## config.mk

```make
export PLATFORM = sky130hd
export DESIGN_NAME = msr_time_reg
export DESIGN_NICKNAME = d
export VERILOG_FILES = /design/src/inc/msr_pkg.sv /design/src/design/msr_time_reg.sv
export SDC_FILE = /design/constraint.sdc
export NUM_CORES = 1
export LEC_CHECK = 0
export BUFFER_PORTS_ARGS = -buffer_cell sky130_fd_sc_hd__buf_2
export CAP_MARGIN = 20
export CORE_MARGIN = 5
export CORE_UTILIZATION = 45
export CTS_CLUSTER_SIZE = 16
export DETAILED_ROUTE_END_ITERATION = 8
export GPL_TIMING_DRIVEN = 0
export HOLD_SLACK_MARGIN = 0.15
export PLACE_DENSITY = 0.77
export SYNTH_ARGS = -nofsm -noshare
export SYNTH_HDL_FRONTEND = slang
export SYNTH_SLANG_ARGS = --single-unit
```

## constraint.sdc

```tcl
create_clock -name sys_clk_i -period 2.55 [get_ports sys_clk_i]
set_input_delay 0.51 -clock sys_clk_i [delete_from_list [all_inputs] [get_ports sys_clk_i]]
set_output_delay 0.51 -clock sys_clk_i [all_outputs]
set_load 0.05 [all_outputs]
```

## src/inc/msr_pkg.sv

```systemverilog
// constants for the minutes-and-seconds time register
package msr_pkg;
  localparam int unsigned MSR_ADDR_W    = 4;       // register port address width
  localparam int unsigned MSR_DATA_W    = 16;      // register width
  localparam logic [3:0]  MSR_TIME_OFS  = 4'h0;    // offset of minutes_seconds_time
  localparam logic [15:0] MSR_RDATA_RST = 16'h0000; // read data after reset / unmapped
  localparam int unsigned MSR_MT_LSB    = 12;      // minute tens field position
  localparam int unsigned MSR_MO_LSB    = 8;       // minute ones field position
  localparam int unsigned MSR_ST_LSB    = 4;       // second tens field position
  localparam int unsigned MSR_SO_LSB    = 0;       // second ones field position
  localparam logic [2:0]  MSR_TEN_MAX   = 3'h5;    // largest tens digit
  localparam logic [3:0]  MSR_ONE_MAX   = 4'h9;    // largest ones digit
  localparam logic [2:0]  MSR_TEN_ZERO  = 3'h0;    // tens digit after a wrap
  localparam logic [3:0]  MSR_ONE_ZERO  = 4'h0;    // ones digit after a wrap
  localparam logic [2:0]  MSR_TEN_STEP  = 3'h1;    // tens increment
  localparam logic [3:0]  MSR_ONE_STEP  = 4'h1;    // ones increment
endpackage : msr_pkg

```

## src/design/msr_time_reg.sv

```systemverilog
// minutes-and-seconds BCD time register with software port and hardware advance
//
// Chosen here: the address map and the plain strobed port.
`timescale 1ns/1ps
module msr_time_reg (
  // clock and reset
  input  wire logic                           sys_clk_i,
  input  wire logic                           rst_i,
  // register port
  input  wire logic [msr_pkg::MSR_ADDR_W-1:0] addr_i,
  input  wire logic [msr_pkg::MSR_DATA_W-1:0] wdata_i,
  input  wire logic                           we_i,
  input  wire logic                           re_i,
  output logic      [msr_pkg::MSR_DATA_W-1:0] rdata_o,
  // timekeeping
  input  wire logic                           sec_tick_i,
  output logic                                hour_carry_o,
  output logic                                time_valid_o,
  output logic      [msr_pkg::MSR_DATA_W-1:0] time_o
);
  import msr_pkg::*;

  // digit flops carry no reset: the time is undefined until software sets it
  logic [2:0]  minute_tens_digit_q;   // minute tens
  logic [3:0]  minute_ones_digit_q;   // minute ones
  logic [2:0]  second_tens_digit_q;   // second tens
  logic [3:0]  second_ones_digit_q;   // second ones
  logic [2:0]  minute_tens_digit_d;
  logic [3:0]  minute_ones_digit_d;
  logic [2:0]  second_tens_digit_d;
  logic [3:0]  second_ones_digit_d;
  logic        valid_q;               // set by the first software write
  logic        carry_q;               // one-cycle carry to the hour register
  logic [15:0] rdata_q;               // read data, one cycle after the strobe
  logic [15:0] time_q;                // registered copy of the time value

  // address decode
  wire         hit     = (addr_i == MSR_TIME_OFS);
  wire         wr_hit  = we_i & hit;
  wire         rd_hit  = re_i & hit;

  // write fields; bits 15 and 7 are never looked at
  wire [2:0]   w_mt    = wdata_i[MSR_MT_LSB +: 3];
  wire [3:0]   w_mo    = wdata_i[MSR_MO_LSB +: 4];
  wire [2:0]   w_st    = wdata_i[MSR_ST_LSB +: 3];
  wire [3:0]   w_so    = wdata_i[MSR_SO_LSB +: 4];

  // an out-of-range digit is refused and that field keeps its value
  wire         w_mt_ok = (w_mt <= MSR_TEN_MAX);
  wire         w_mo_ok = (w_mo <= MSR_ONE_MAX);
  wire         w_st_ok = (w_st <= MSR_TEN_MAX);
  wire         w_so_ok = (w_so <= MSR_ONE_MAX);

  // BCD carry chain for one second step
  wire         so_wrap = (second_ones_digit_q == MSR_ONE_MAX);
  wire         st_wrap = so_wrap & (second_tens_digit_q == MSR_TEN_MAX);
  wire         mo_wrap = st_wrap & (minute_ones_digit_q == MSR_ONE_MAX);
  wire         mt_wrap = mo_wrap & (minute_tens_digit_q == MSR_TEN_MAX);

  // next digit values on a tick; each digit wraps at its own limit
  wire [3:0]   so_nx   = so_wrap ? MSR_ONE_ZERO : second_ones_digit_q + MSR_ONE_STEP;
  wire [2:0]   st_nx   = !so_wrap ? second_tens_digit_q :
                         st_wrap ? MSR_TEN_ZERO : second_tens_digit_q + MSR_TEN_STEP;
  wire [3:0]   mo_nx   = !st_wrap ? minute_ones_digit_q :
                         mo_wrap ? MSR_ONE_ZERO : minute_ones_digit_q + MSR_ONE_STEP;
  wire [2:0]   mt_nx   = !mo_wrap ? minute_tens_digit_q :
                         mt_wrap ? MSR_TEN_ZERO : minute_tens_digit_q + MSR_TEN_STEP;

  // hardware advances only when software is not writing this cycle
  wire         adv     = sec_tick_i & ~wr_hit;

  // software write wins over a tick in the same cycle; the tick is dropped
  assign second_ones_digit_d = wr_hit ? (w_so_ok ? w_so : second_ones_digit_q) :
                               adv ? so_nx : second_ones_digit_q;
  assign second_tens_digit_d = wr_hit ? (w_st_ok ? w_st : second_tens_digit_q) :
                               adv ? st_nx : second_tens_digit_q;
  assign minute_ones_digit_d = wr_hit ? (w_mo_ok ? w_mo : minute_ones_digit_q) :
                               adv ? mo_nx : minute_ones_digit_q;
  assign minute_tens_digit_d = wr_hit ? (w_mt_ok ? w_mt : minute_tens_digit_q) :
                               adv ? mt_nx : minute_tens_digit_q;

  // register image; unimplemented bits forced to zero
  wire [15:0]  image   = {1'b0, minute_tens_digit_q, minute_ones_digit_q,
                          1'b0, second_tens_digit_q, second_ones_digit_q};

  // digit storage, deliberately outside reset
  // a reset here would hide the undefined power-on time that software must set;
  // the price is that nothing downstream may trust the digits before a write
  always_ff @(posedge sys_clk_i) begin
    minute_tens_digit_q <= minute_tens_digit_d;
    minute_ones_digit_q <= minute_ones_digit_d;
    second_tens_digit_q <= second_tens_digit_d;
    second_ones_digit_q <= second_ones_digit_d;
  end

  // control and output flops
  // read data fall back to zero when no read is pending, so the port idles low;
  // the carry is registered so the hour register sees one clean pulse
  always_ff @(posedge sys_clk_i) begin
    if (rst_i) begin
      valid_q <= 1'b0;
      carry_q <= 1'b0;
      rdata_q <= MSR_RDATA_RST;
      time_q  <= MSR_RDATA_RST;
    end else begin
      valid_q <= valid_q | wr_hit;
      carry_q <= adv & mt_wrap;
      rdata_q <= rd_hit ? image : MSR_RDATA_RST;
      time_q  <= image;
    end
  end

  // every output comes straight from a flop, with no logic after it
  assign rdata_o      = rdata_q;
  assign hour_carry_o = carry_q;
  assign time_valid_o = valid_q;
  assign time_o       = time_q;

  // checks, active once software has set the time
  // the digits are undefined before the first write, so most checks are
  // gated by valid_q; a first write that refuses a field leaves that field
  // undefined, which software must avoid

  // ---- digit ranges ----

  // minute tens never leaves 0 to 5
  // a refused write or a wrap must both keep it in range
  a_min_tens_range: assert property (@(posedge sys_clk_i) disable iff (rst_i)
    valid_q |-> minute_tens_digit_q <= MSR_TEN_MAX)
    else $error("minute tens digit out of range");

  // minute ones never leaves 0 to 9
  // a four-bit field could hold up to 15, so this is not free
  a_min_ones_range: assert property (@(posedge sys_clk_i) disable iff (rst_i)
    valid_q |-> minute_ones_digit_q <= MSR_ONE_MAX)
    else $error("minute ones digit out of range");

  // second tens never leaves 0 to 5
  // a three-bit field could hold up to 7
  a_sec_tens_range: assert property (@(posedge sys_clk_i) disable iff (rst_i)
    valid_q |-> second_tens_digit_q <= MSR_TEN_MAX)
    else $error("second tens digit out of range");

  // second ones never leaves 0 to 9
  // this digit moves every tick, so it sees the most wraps
  a_sec_ones_range: assert property (@(posedge sys_clk_i) disable iff (rst_i)
    valid_q |-> second_ones_digit_q <= MSR_ONE_MAX)
    else $error("second ones digit out of range");

  // ---- refused writes ----

  // an out-of-range minute tens keeps the old digit
  // the other fields of the same word are judged on their own
  a_bad_min_tens_kept: assert property (@(posedge sys_clk_i) disable iff (rst_i)
    wr_hit && !w_mt_ok |=> minute_tens_digit_q == $past(minute_tens_digit_q))
    else $error("refused minute tens digit stored");

  // an out-of-range minute ones keeps the old digit
  // values 10 to 15 are not BCD
  a_bad_min_ones_kept: assert property (@(posedge sys_clk_i) disable iff (rst_i)
    wr_hit && !w_mo_ok |=> minute_ones_digit_q == $past(minute_ones_digit_q))
    else $error("refused minute ones digit stored");

  // an out-of-range second tens keeps the old digit
  // values 6 and 7 would break the minute carry
  a_bad_sec_tens_kept: assert property (@(posedge sys_clk_i) disable iff (rst_i)
    wr_hit && !w_st_ok |=> second_tens_digit_q == $past(second_tens_digit_q))
    else $error("refused second tens digit stored");

  // an out-of-range second ones keeps the old digit
  // values 10 to 15 would never reach the wrap compare
  a_bad_sec_ones_kept: assert property (@(posedge sys_clk_i) disable iff (rst_i)
    wr_hit && !w_so_ok |=> second_ones_digit_q == $past(second_ones_digit_q))
    else $error("refused second ones digit stored");

  // ---- unimplemented bits and read port ----

  // bits 15 and 7 read as zero whatever was written
  // the image ties them low, so this guards the concatenation order
  a_unimpl_read_zero: assert property (@(posedge sys_clk_i) disable iff (rst_i)
    re_i |=> rdata_o[15] == 1'b0 && rdata_o[7] == 1'b0)
    else $error("unimplemented bit read as one");

  // a read of the register returns the image of the cycle it was taken
  // a tick in that same cycle shows only on the next read
  a_read_image: assert property (@(posedge sys_clk_i) disable iff (rst_i)
    valid_q && rd_hit |=> rdata_o == $past(image))
    else $error("read data mismatch");

  // read data stand for one cycle only and idle at zero
  // a master that samples late sees zero, not stale data
  a_rdata_idle_zero: assert property (@(posedge sys_clk_i) disable iff (rst_i)
    !re_i |=> rdata_o == MSR_RDATA_RST)
    else $error("read data not zero when idle");

  // a read of an unmapped address returns zero
  // only one word is decoded in this block
  a_unmapped_read_zero: assert property (@(posedge sys_clk_i) disable iff (rst_i)
    re_i && !hit |=> rdata_o == MSR_RDATA_RST)
    else $error("unmapped read not zero");

  // ---- software writes ----

  // a legal write lands in second ones and minute tens
  // checked the cycle after the strobe
  a_write_stores_digits: assert property (@(posedge sys_clk_i) disable iff (rst_i)
    wr_hit && w_so_ok && w_mt_ok |=> second_ones_digit_q == $past(w_so) &&
      minute_tens_digit_q == $past(w_mt))
    else $error("software write not stored");

  // a legal write lands in minute ones and second tens
  // together with the check above every field is covered
  a_write_stores_middle: assert property (@(posedge sys_clk_i) disable iff (rst_i)
    wr_hit && w_mo_ok && w_st_ok |=> minute_ones_digit_q == $past(w_mo) &&
      second_tens_digit_q == $past(w_st))
    else $error("software write not stored in middle digits");

  // a write beats a tick in the same cycle
  // the tick is lost, which costs software one second at most
  a_write_drops_tick: assert property (@(posedge sys_clk_i) disable iff (rst_i)
    wr_hit && sec_tick_i && w_so_ok |=> second_ones_digit_q == $past(w_so))
    else $error("tick not dropped under a write");

  // ---- hardware advance ----

  // a tick steps second ones by one below its wrap
  // the lower digit moves on every tick
  a_tick_advances: assert property (@(posedge sys_clk_i) disable iff (rst_i)
    valid_q && adv && !so_wrap |=> second_ones_digit_q == $past(second_ones_digit_q) + 4'h1)
    else $error("tick did not advance second ones");

  // second ones goes from nine back to zero
  // a missed wrap would leave a non-BCD value
  a_sec_ones_wrap: assert property (@(posedge sys_clk_i) disable iff (rst_i)
    valid_q && adv && so_wrap |=> second_ones_digit_q == MSR_ONE_ZERO)
    else $error("second ones did not wrap");

  // second tens steps on the ones wrap
  // but not when it is already at five
  a_sec_tens_step: assert property (@(posedge sys_clk_i) disable iff (rst_i)
    valid_q && adv && so_wrap && !st_wrap |=>
      second_tens_digit_q == $past(second_tens_digit_q) + 3'h1)
    else $error("second tens did not step");

  // second tens goes from five back to zero at 59
  // six would be an illegal second count
  a_sec_tens_wrap: assert property (@(posedge sys_clk_i) disable iff (rst_i)
    valid_q && adv && st_wrap |=> second_tens_digit_q == MSR_TEN_ZERO)
    else $error("second tens did not wrap");

  // minute ones steps when the seconds roll over
  // but not when it is already at nine
  a_min_ones_step: assert property (@(posedge sys_clk_i) disable iff (rst_i)
    valid_q && adv && st_wrap && !mo_wrap |=>
      minute_ones_digit_q == $past(minute_ones_digit_q) + 4'h1)
    else $error("minute ones did not step");

  // minute tens steps when minute ones rolls over
  // but not when it is already at five
  a_min_tens_step: assert property (@(posedge sys_clk_i) disable iff (rst_i)
    valid_q && adv && mo_wrap && !mt_wrap |=>
      minute_tens_digit_q == $past(minute_tens_digit_q) + 3'h1)
    else $error("minute tens did not step");

  // without a tick or a write, second ones and minute tens hold
  // a spurious advance would drift the clock
  a_digits_hold: assert property (@(posedge sys_clk_i) disable iff (rst_i)
    valid_q && !sec_tick_i && !wr_hit |=> $stable(second_ones_digit_q) &&
      $stable(minute_tens_digit_q))
    else $error("digits moved without a tick");

  // ---- carry and copies ----

  // the hour carry is one pulse at 59:59
  // the hour register counts each pulse once
  a_hour_carry: assert property (@(posedge sys_clk_i) disable iff (rst_i)
    valid_q && adv && mt_wrap |=> hour_carry_o ##1 !hour_carry_o)
    else $error("hour carry not a single pulse at wrap");

  // no carry except after a full wrap
  // a stray carry would advance the hour by one
  a_carry_only_wrap: assert property (@(posedge sys_clk_i) disable iff (rst_i)
    valid_q && !(adv && mt_wrap) |=> !hour_carry_o)
    else $error("hour carry without a wrap");

  // the carry never lasts two cycles
  // two wraps in a row cannot happen
  a_carry_pulse_low: assert property (@(posedge sys_clk_i) disable iff (rst_i)
    hour_carry_o |=> !hour_carry_o)
    else $error("hour carry held too long");

  // the time copy follows the image one cycle behind
  // readers of the copy see the same value as a register read
  a_time_copy: assert property (@(posedge sys_clk_i) disable iff (rst_i)
    valid_q |=> time_o == $past(image))
    else $error("time copy mismatch");

  // ---- validity flag ----

  // once set, the valid flag stays set until reset
  // software has no way to clear it
  a_valid_hold: assert property (@(posedge sys_clk_i) disable iff (rst_i)
    valid_q |=> time_valid_o)
    else $error("valid flag dropped");

  // only a write to the register sets the valid flag
  // a read or a tick leaves the time undefined
  a_valid_only_write: assert property (@(posedge sys_clk_i) disable iff (rst_i)
    !valid_q && !wr_hit |=> !time_valid_o)
    else $error("valid flag set without a write");

  // ---- main scenarios reached ----

  // full wrap, write against tick, refused digit, read after write, tens wrap
  c_full_wrap:   cover property (@(posedge sys_clk_i) disable iff (rst_i) valid_q && adv && mt_wrap);
  c_write_tick:  cover property (@(posedge sys_clk_i) disable iff (rst_i) wr_hit && sec_tick_i);
  c_bad_write:   cover property (@(posedge sys_clk_i) disable iff (rst_i) wr_hit && !w_mo_ok);
  c_read_after:  cover property (@(posedge sys_clk_i) disable iff (rst_i) wr_hit ##1 rd_hit);
  c_tens_wrap:   cover property (@(posedge sys_clk_i) disable iff (rst_i)
    valid_q && adv && st_wrap && !mt_wrap);
endmodule : msr_time_reg

```

## Word level (Yosys, flattened, before mapping)

Index checks and enable logic that the tools add are counted.

- Flip-flop bits (word level): 48
- Bits of input ports: 25
- Output and inout bits: 34
- Word-level logic and storage cells: 65

- Add/sub/neg operators: 4
- $lt $le $gt $ge: 4
- Equality and inequality tests: 8
- Mux-type cells: 19
- Bitwise gates (word level): 10
- Reductions and logical operators: 10

Operators by type and width:

| operator | number |
|---|---|
| two-way mux 4 bit | 9 |
| two-way mux 3 bit | 10 |
| AND reduction 3 bit | 3 |
| adder 4 x 1 -> 4 bit, second input constant | 2 |
| equality test 4 bit, second input constant | 2 |
| less-or-equal comparator 4 bit, second input constant | 2 |
| != test 2 x 1 -> 1 bit, second input constant | 4 |
| nonzero test 2 bit | 4 |
| AND 1 bit | 7 |
| adder 3 x 1 -> 3 bit, second input constant | 2 |
| equality test 3 bit, second input constant | 2 |
| less-or-equal comparator 3 bit, second input constant | 2 |
| zero test 4 bit | 1 |
| inverter 1 bit | 2 |
| AND reduction 2 bit | 1 |
| OR reduction 2 bit | 1 |
| OR 1 bit | 1 |

## Depth between registers and ports, before layout

Gate-level depths: netlist of run 1.

- Depth after elaboration: 8
- Depth in mapped cells: 5
- Mapped depth without buffers: 5

## Worst setup path before layout of run 1

No wires, ideal clock.

- Path type: input to register
- Start: input port addr_i[0] (netlist name)
- End: register minute_ones_digit_q[0], enable pin
- Arrival: 1.465 ns
- Slack: 0.706 ns
- Stages: 4
- Cell sequence: nor4_4 and2_1 buf_4 o41ai_1

- Cells in the longest elaborated chain, start to end: 6

RTL lines:

| element | RTL line | RTL |
|---|---|---|
| start: declaration | msr_time_reg.sv:10 | `input wire logic [msr_pkg::MSR_ADDR_W-1:0] addr_i,` |
| zero test 4 bit (*) | msr_time_reg.sv:38 | `wire hit = (addr_i == MSR_TIME_OFS);` |
| AND 1 bit (*) | msr_time_reg.sv:39 | `wire wr_hit = we_i & hit;` |
| inverter 1 bit | msr_time_reg.sv:70 | `wire adv = sec_tick_i & ~wr_hit;` |
| AND 1 bit | msr_time_reg.sv:70 |  |
| nonzero test 2 bit (no line) | -- |  |
| AND reduction 3 bit (no line) (*) | -- |  |
| end signal: assignment | msr_time_reg.sv:91 | `minute_ones_digit_q <= minute_ones_digit_d;` |
| end: declaration | msr_time_reg.sv:25 | `logic [3:0] minute_ones_digit_q;` |

Every way passes the cells marked *; elsewhere a longest branch is shown, timed or not.
A chain may end at the register's enable or synchronous reset.

## Final worst setup path of run 1

- Start: register second_tens_digit_q[1]
- End: register minute_ones_digit_q[2], enable pin

- Cells in the longest elaborated chain, start to end: 4

RTL lines:

| element | RTL line | RTL |
|---|---|---|
| start: declaration | msr_time_reg.sv:26 | `logic [2:0] second_tens_digit_q;` |
| start signal: assignment | msr_time_reg.sv:92 | `second_tens_digit_q <= second_tens_digit_d;` |
| equality test 3 bit | msr_time_reg.sv:56 | `wire st_wrap = so_wrap & (second_tens_digit_q == MSR_TEN_MAX);` |
| AND 1 bit | msr_time_reg.sv:56 |  |
| nonzero test 2 bit (no line) | -- |  |
| AND reduction 3 bit (no line) | -- |  |

No other way between the ends.

==> metrics.md, run 1 <==
| Metric | Value |
|---|---|
| Top Ports | 59 |
| Total Die Area | 5489 µm² |
| Worst r2r dst | minute_ones_digit_q[2] |
| Most frequent cells in the layout | buf_2, dfxtp_1, nand3_1 |
| Drt pass-1 iters | 4 |
| Critical Path Fanout Max | 6 |
| Data required time at the worst endpoint | 2.47 ns |
| RSZ-0062 raised after global routing | no |
| CTS tree | done |
| EDFF count, synth | 14 |
| Mux contribution to synthesized area | 0% |
| Core area | 4000 µm² |
| Crit. End Element | flop |
| Htree depth | 2 |
| Synth cell types | 39 |
| Post-layout min period | 2.022 ns |
| Outcome | finished, final reports clean |
| Fin nets | 261 |
| Fill cell count | 362 |
| Placed instance area | 2182 µm² |
| Residual DRC | 0 |
| Later-pin clock latency in the skew report | 0.29 ns |
| Fmax | 0.4947 GHz |
| Global-route wire length before repair | 6368 µm |
| Complex-gate fraction of the synthesized area | 9.817% |
| Simple-gate share of the synthesized area | 22.68% |
| Clock Pin Slew Worst Setup and Hold Paths | 0.08 ns |
| Detailed Place HPWL | 2996 µm |
| Initial antenna violation count | 0 |
| P&R area growth vs syn | 22.41% |
| Vias post-DR | 1,419 |
| Num rows | 23 |
| Wirelength per Cell | 13.87 µm |
| Most common cell after layout, fill and taps aside | buf_2 |
| Total Power | 1.338 mW |
| Avg Inst Size Synth | 11.00 µm² |
| Cts hold-fix bufs | 0 |
| R2r setup slk | 0.53 ns |
| Slew Limit Fails | 0 |
| Layout cells sized above 1 | 30.74% |
| Rel. slew slack | 42.00% |
| RD Place Congestion | 0.7866 |
| Die height | 74.09 µm |
| Clk buf depth | 2 |
| Final Setup Violations | 0 |
| Diodes inserted | 0 |
| Crit path DAT | 1.94 ns |
| HP Start | rst_i |
| DRT Wirelength | 3898 µm |
| Vias in the first global route | 1,457 |
| Final instance area | 2262 µm² |
| Sequential fraction of the synthesis area | 55.25% |
| CTS root buffer | clkbuf_8 |
| Worst Clk Skew | 0.004933 ns |
| R2R cell count | 4 |
| Top_reg_cell synth | dfxtp_1 |
| Total grt overflow | 0 |
| Multi-input logic area | 725.7 µm² |
| Post-Synthesis Cells | 168 |
| Reg2reg start | second_tens_digit_q[1] |
| Chip width | 74.09 µm |
| Startpoint types | flop |
| Initial Util | 46.20% |
| Min-delay worst type | in2reg |
| VDD IR max | 0.2202 mV |
| Largest family of logic cells by synthesized area | simple AND/OR/NAND/NOR gates |
| Max-cap violation count | 0 |
| Ys async rst share | 0% |
| Total track usage | 15.30% |
| Post-Synth Adder-Cell Area | 4.062% |
| Via-to-Cell Ratio | 5.050 |
| Final period utilization | 79.28% |
| Setup TNS | 0 ns |
| Buffer count from post-CTS setup fixing | 0 |
| Initial DRC Count | 68 |
| Number of synthesized register bits | 44 |
| DRT antenna net count | 0 |
| FF+latch area | 1021 µm² |
| Worst-Margin Slew | 0.8587 ns |
| Hold Path End | time_o[2] |
| CTS buffer count | 5 |
| Leak | 1.010 nW |
| Port Buffers | 52 |
| # resized after CTS | 0 |
| Clk sinks | 44 |
| Synth Area in XOR/XNOR | 1.896% |
| Hold Violations, Final | 0 |
| Crit Path Category | reg2reg |
| Pin count of the biggest net entering global routing | 13 |
| Hold Crit Depth | 2 |
| Syn. warnings | 0 |
| Cell Pwr Density | 591.3 nW/µm² |
| Post-Syn Area | 1848 µm² |
[critical path, cell delays in order (launching register included)]
cell	delay, ns
edfxtp_1	0.41
inv_1	0.10
ha_1	0.14
nand2_1	0.18
o41ai_1	0.82
[layout make-up]
| type | count | area share [%] |
|---|---|---|
| inverters | 6 | 0.9956 |
| plain buffers | 13 | 3.982 |
| repair buffers | 52 | 11.50 |
| flip-flops and latches | 44 | 45.13 |
| clock inverters | 1 | 0.1659 |
| multi-input cells | 108 | 32.08 |
| well taps | 50 | 2.765 |
| clock buffers | 7 | 3.374 |
[state kept, by name (all words and copies together), names as in the netlist]
name	cells
second_ones_digit_q	4
rdata_o	14
minute_tens_digit_q	3
second_tens_digit_q	3
hour_carry_o	1
minute_ones_digit_q	4
time_o	14
time_valid_o	1
[per-layer routing]
metal	vias up	routed length, µm	GRT usage [%]
met5	-	0	0
met4	0	87	8.652
met3	7	271	4.324
met2	43	2120	26.28
met1	672	1419	16.93
li1	697	-	-
[worst max-delay path by stage]
stage               cells after the start                    from                      to  slack [ns]
global placement                        5               addr_i[0]  minute_ones_digit_q[0]        0.43
CTS                                     4  second_tens_digit_q[1]  minute_ones_digit_q[2]        0.51
global route                            3  second_ones_digit_q[2]  minute_ones_digit_q[2]        0.34
detailed placement                      5               addr_i[0]  minute_ones_digit_q[0]        0.38
finish                                  4  second_tens_digit_q[1]  minute_ones_digit_q[2]        0.53
floorplan                               4               addr_i[0]  minute_ones_digit_q[0]        0.71
[metrics by stage]
step           hold slack [ns]  std cells  setup slack, ns  util, %
6_report                0.4714        281           0.5285    56.55
5_1_grt                 0.4840        281           0.3414    56.55
3_3_place_gp            0.4570        273           0.4271    54.55
3_5_place_dp            0.4662        273           0.3794    54.55
2_1_floorplan           0.4725        171           0.7058        -
4_1_cts                 0.4729        281           0.5090    56.55
[synthesized netlist by cell type (4+ instances only)]
| master | instances | share of area (%) |
|---|---|---|
| dfxtp_1 | 30 | 32 |
| nand3_1 | 16 | 4.3 |
| and2_1 | 15 | 5.1 |
| edfxtp_1 | 14 | 23 |
| nor2b_1 | 11 | 3.7 |
| o31ai_1 | 10 | 4.1 |
| buf_4 | 8 | 3.2 |
| ha_1 | 6 | 4.1 |
| inv_1 | 6 | 1.2 |
| nor2_1 | 6 | 1.2 |
| nand2_1 | 5 | 1.0 |
| o21ai_1 | 4 | 1.1 |
[power by group]
group	switching [mW]	total (mW)	internal (mW)
logic	0.108	0.166	0.0575
clock network	0.215	0.406	0.191
registers	0.0181	0.766	0.747
total	0.342	1.34	0.996
[logic make-up after synthesis]
group / after synthesis
AO/OA/AOI/OAI: 26
buffers and inverters: 19
adder cells (fa/ha/maj): 6
flip-flops: 44
XOR/XNOR: 4
other: 1
AND/OR/NAND/NOR: 68
Note: power is estimated with default switching activity, not from simulation.
==> run 2: changes to the inputs <==
ABC_AREA = 1   (was unset)
CORE_UTILIZATION = 44   (was 45)
PLACE_DENSITY = 0.79   (was 0.77)
clock period = 1.6 ns   (was 2.55 ns; I/O delays follow)
==> metrics.md, run 2 <==
| Metric | Value |
|---|---|
| Outcome | finished, final reports clean |
| Chip width | 73.81 µm (-0.37%) |
| Htree depth | 2 (unchanged) |
| Vias in the first global route | 1,374 (-5.7%) |
| Synth top area share | 33.52% (+1.0 points) |
| Final WS setup | 0.09446 ns (-0.4340 ns) |
| Multi-input logic area | 625.6 µm² (-14%) |
| Max-cap violation count | 0 (unchanged) |
| Most common cell after layout, fill and taps aside | buf_2 |
| Core area | 3971 µm² (-0.72%) |
| Clk buf depth | 2 (unchanged) |
| Initial Util | 45.12% (-1.1 points) |
| Slowest CP cell | edfxtp_1 |
| DRT Wirelength | 3615 µm (-7.3%) |
| Final period utilization | 94.10% (+15 points) |
| Area contributors post-synth | dfxtp_1, edfxtp_1, nand2_1 |
| Top Ports | 59 (unchanged) |
| Global-route wire length before repair | 5727 µm (-10%) |
| VDD IR max | 0.4575 mV (+110%) |
| CTS buffer count | 5 (unchanged) |
| Critical Path Fanout Max | 6 (unchanged) |
| R2r setup slk | 0.09 ns (-0.43 ns) |
| Most frequent cell after synthesis | nand2_1 |
| Synth cell types | 25 (-36%) |
| Post-synth top cells | nand2_1, nor2_1, dfxtp_1, inv_1, edfxtp_1 |
| Crit. End Element | flop |
| Total grt overflow | 0 (unchanged) |
| Cell Pwr Density | 1007 nW/µm² (+70%) |
| Fin nets | 299 (+15%) |
| CTS root buffer | clkbuf_8 |
| RSZ-0062 raised after global routing | yes |
| Crit path DAT | 1.50 ns (-0.44 ns) |
| EDFF count, synth | 14 (unchanged) |
| DRT antenna net count | 0 (unchanged) |
| Most frequent CP cell | nand2_1 |
| Die height | 73.81 µm (-0.37%) |
| Pin count of the biggest net entering global routing | 14 (+1) |
| Most frequent cells in the layout | buf_2, nand2_1, nor2_1 |
| Via-to-Cell Ratio | 4.520 (-10%) |
| Slew Limit Fails | 0 (unchanged) |
| Total track usage | 13.81% (-1.5 points) |
| Residual DRC | 0 (unchanged) |
| Critical Path Max Stage Delay | 0.42 ns (-0.40 ns) |
| Diodes inserted | 0 (unchanged) |
| Top_reg_cell synth | dfxtp_1 |
| Sequential fraction of the synthesis area | 56.98% (+1.7 points) |
| Fmax | 0.6642 GHz (+34%) |
| Synth area leader | dfxtp_1 |
| Total Power | 2.290 mW (+71%) |
| CTS tree | done |
| Clock Pin Slew Worst Setup and Hold Paths | 0.08 ns (about the same) |
| P&R area growth vs syn | 26.89% |
| Syn. warnings | 0 (unchanged) |
| Layout Utilization | 57.25% (+0.69 points) |
| Worst slack at placement | -0.09247 ns (-0.4719 ns) |
| Crit Path Category | reg2reg |
| Later-pin clock latency in the skew report | 0.29 ns (about the same) |
| Startpoint types | flop |
| Ys async rst share | 0% (unchanged) |
| FF+latch area | 1021 µm² (unchanged) |
| Avg Inst Size Synth | 8.783 µm² (-20%) |
| Initial DRC Count | 49 (-28%) |
| Number of synthesized register bits | 44 (unchanged) |
| Data required time at the worst endpoint | 1.60 ns (-0.87 ns) |
| Vias post-DR | 1,442 (+1.6%) |
| Cts hold-fix bufs | 0 (unchanged) |
| Clk sinks | 44 (unchanged) |
| Post-Synthesis Cells | 204 (+21%) |
| Detailed Place HPWL | 2716 µm (-9.3%) |
| RD Place Congestion | 0.7931 (+0.83%) |
| Min-delay worst type | in2reg |
| Worst Clk Skew | 0.01104 ns (+0.006103 ns) |
| Post-Syn Area | 1792 µm² (-3.0%) |
| Fill cell count | 343 (-5.2%) |
| Layout cells sized above 1 | 30.11% (-0.62 points) |
| Num rows | 23 (unchanged) |
| Final Setup Violations | 0 (unchanged) |
| Cells along the critical path | inv_2 -> nand2_1 -> nor2_2 -> nand2_1 -> nand2_2 -> nand2_1 -> nor2_4 |
| Drt pass-1 iters | 4 (unchanged) |
| Leak | 1.206 nW (+19%) |
| Setup TNS | 0 ns (unchanged) |
| Post-layout min period | 1.506 ns (-0.5160 ns) |
| Total Die Area | 5448 µm² (-0.74%) |
| Hold Violations, Final | 0 (unchanged) |
| Initial antenna violation count | 0 (unchanged) |
| Port Buffers | 51 (-1.9%) |
| Wirelength per Cell | 11.33 µm (-18%) |
## run 2: cell types whose count changed after synthesis, sizes merged, moves of 2 or more
cell	before	now
a21oi	2	0
and2	15	0
buf	12	9
inv	6	28
nand2	5	45
nand2b	2	0
nand3	16	11
nand3b	3	1
nand4	0	3
nor2	6	38
nor2b	11	0
nor4	2	0
o21ai	6	9
o31ai	10	0
## run 2: worst paths after layout
| path | from | cells after the start | endpoint |
|---|---|---|---|
| max | second_ones_digit_q[1] | 7 | minute_ones_digit_q[0] |
| min | rst_i | 2 | time_o[0] |
| max reg2reg | second_ones_digit_q[1] | 7 | minute_ones_digit_q[0] |
| min reg2reg | time_valid_o | 1 | time_valid_o |
## run 2: layer usage
metal	routed length, µm	global-route usage [%]	up-vias
li1	-	-	750
met3	256	3.557	7
met4	55	7.445	0
met2	1752	24.11	52
met1	1550	15.15	633
met5	0	0	-
## run 2: layout make-up
cell class                      instances  share of cell area [%]
Timing Repair Buffer                   54                   12.22
Buffer                                 10                   3.247
Clock buffer                            6                   3.192
Clock inverter                          2                   1.541
Tap cell                               50                   2.752
Sequential cell                        44                   44.91
Multi-Input combinational cell        125                   27.52
Inverter                               28                   4.623
## run 2: repair_timing
item / in CTS / in global routing
gates resized for setup: 3 / 5
setup buffers: 0 / 3
endpoints found under the setup margin: 7 / 9
pin swaps: 0 / 3
## run 2: cell families (layout without fill, tap and decap cells)
logic type / Yosys count / in the layout / share of synthesized area (%)
and+or+nand+nor: 99 / 99 / 22.91
DFF: 44 / 44 / 56.98
buffers and inverters: 38 / 100 / 9.986
AOI/OAI and AO/OA: 12 / 12 / 3.771
adders and majority gates: 6 / 6 / 4.190
xor gates and xnor gates: 4 / 4 / 1.956
other: 1 / 4 / 0.2093
## run 2: power by group
part | total, mW | leakage (nW) | internal, mW | switching (mW)
logic | 0.257 | 0.776 | 0.0790 | 0.178
registers | 1.21 | 0.375 | 1.19 | 0.0182
clock network | 0.826 | 0.0552 | 0.463 | 0.363
total | 2.29 | 1.21 | 1.73 | 0.559
## run 2: critical path: cells and delay by family, from the launching register on
family / cells / cell delay, ns
DFF: 1 / 0.42
buffers and inverters: 1 / 0.12
and+or+nand+nor: 6 / 0.67
## run 2: metrics by stage
stage	area, µm²	hold WS (ns)	cells
after floorplan	1803	0.4633	207
after detailed placement	2121	0.4503	308
final	2273	0.2815	319
after global placement	2121	0.4540	308
after global routing	2273	0.2811	319
after CTS	2238	0.2697	316
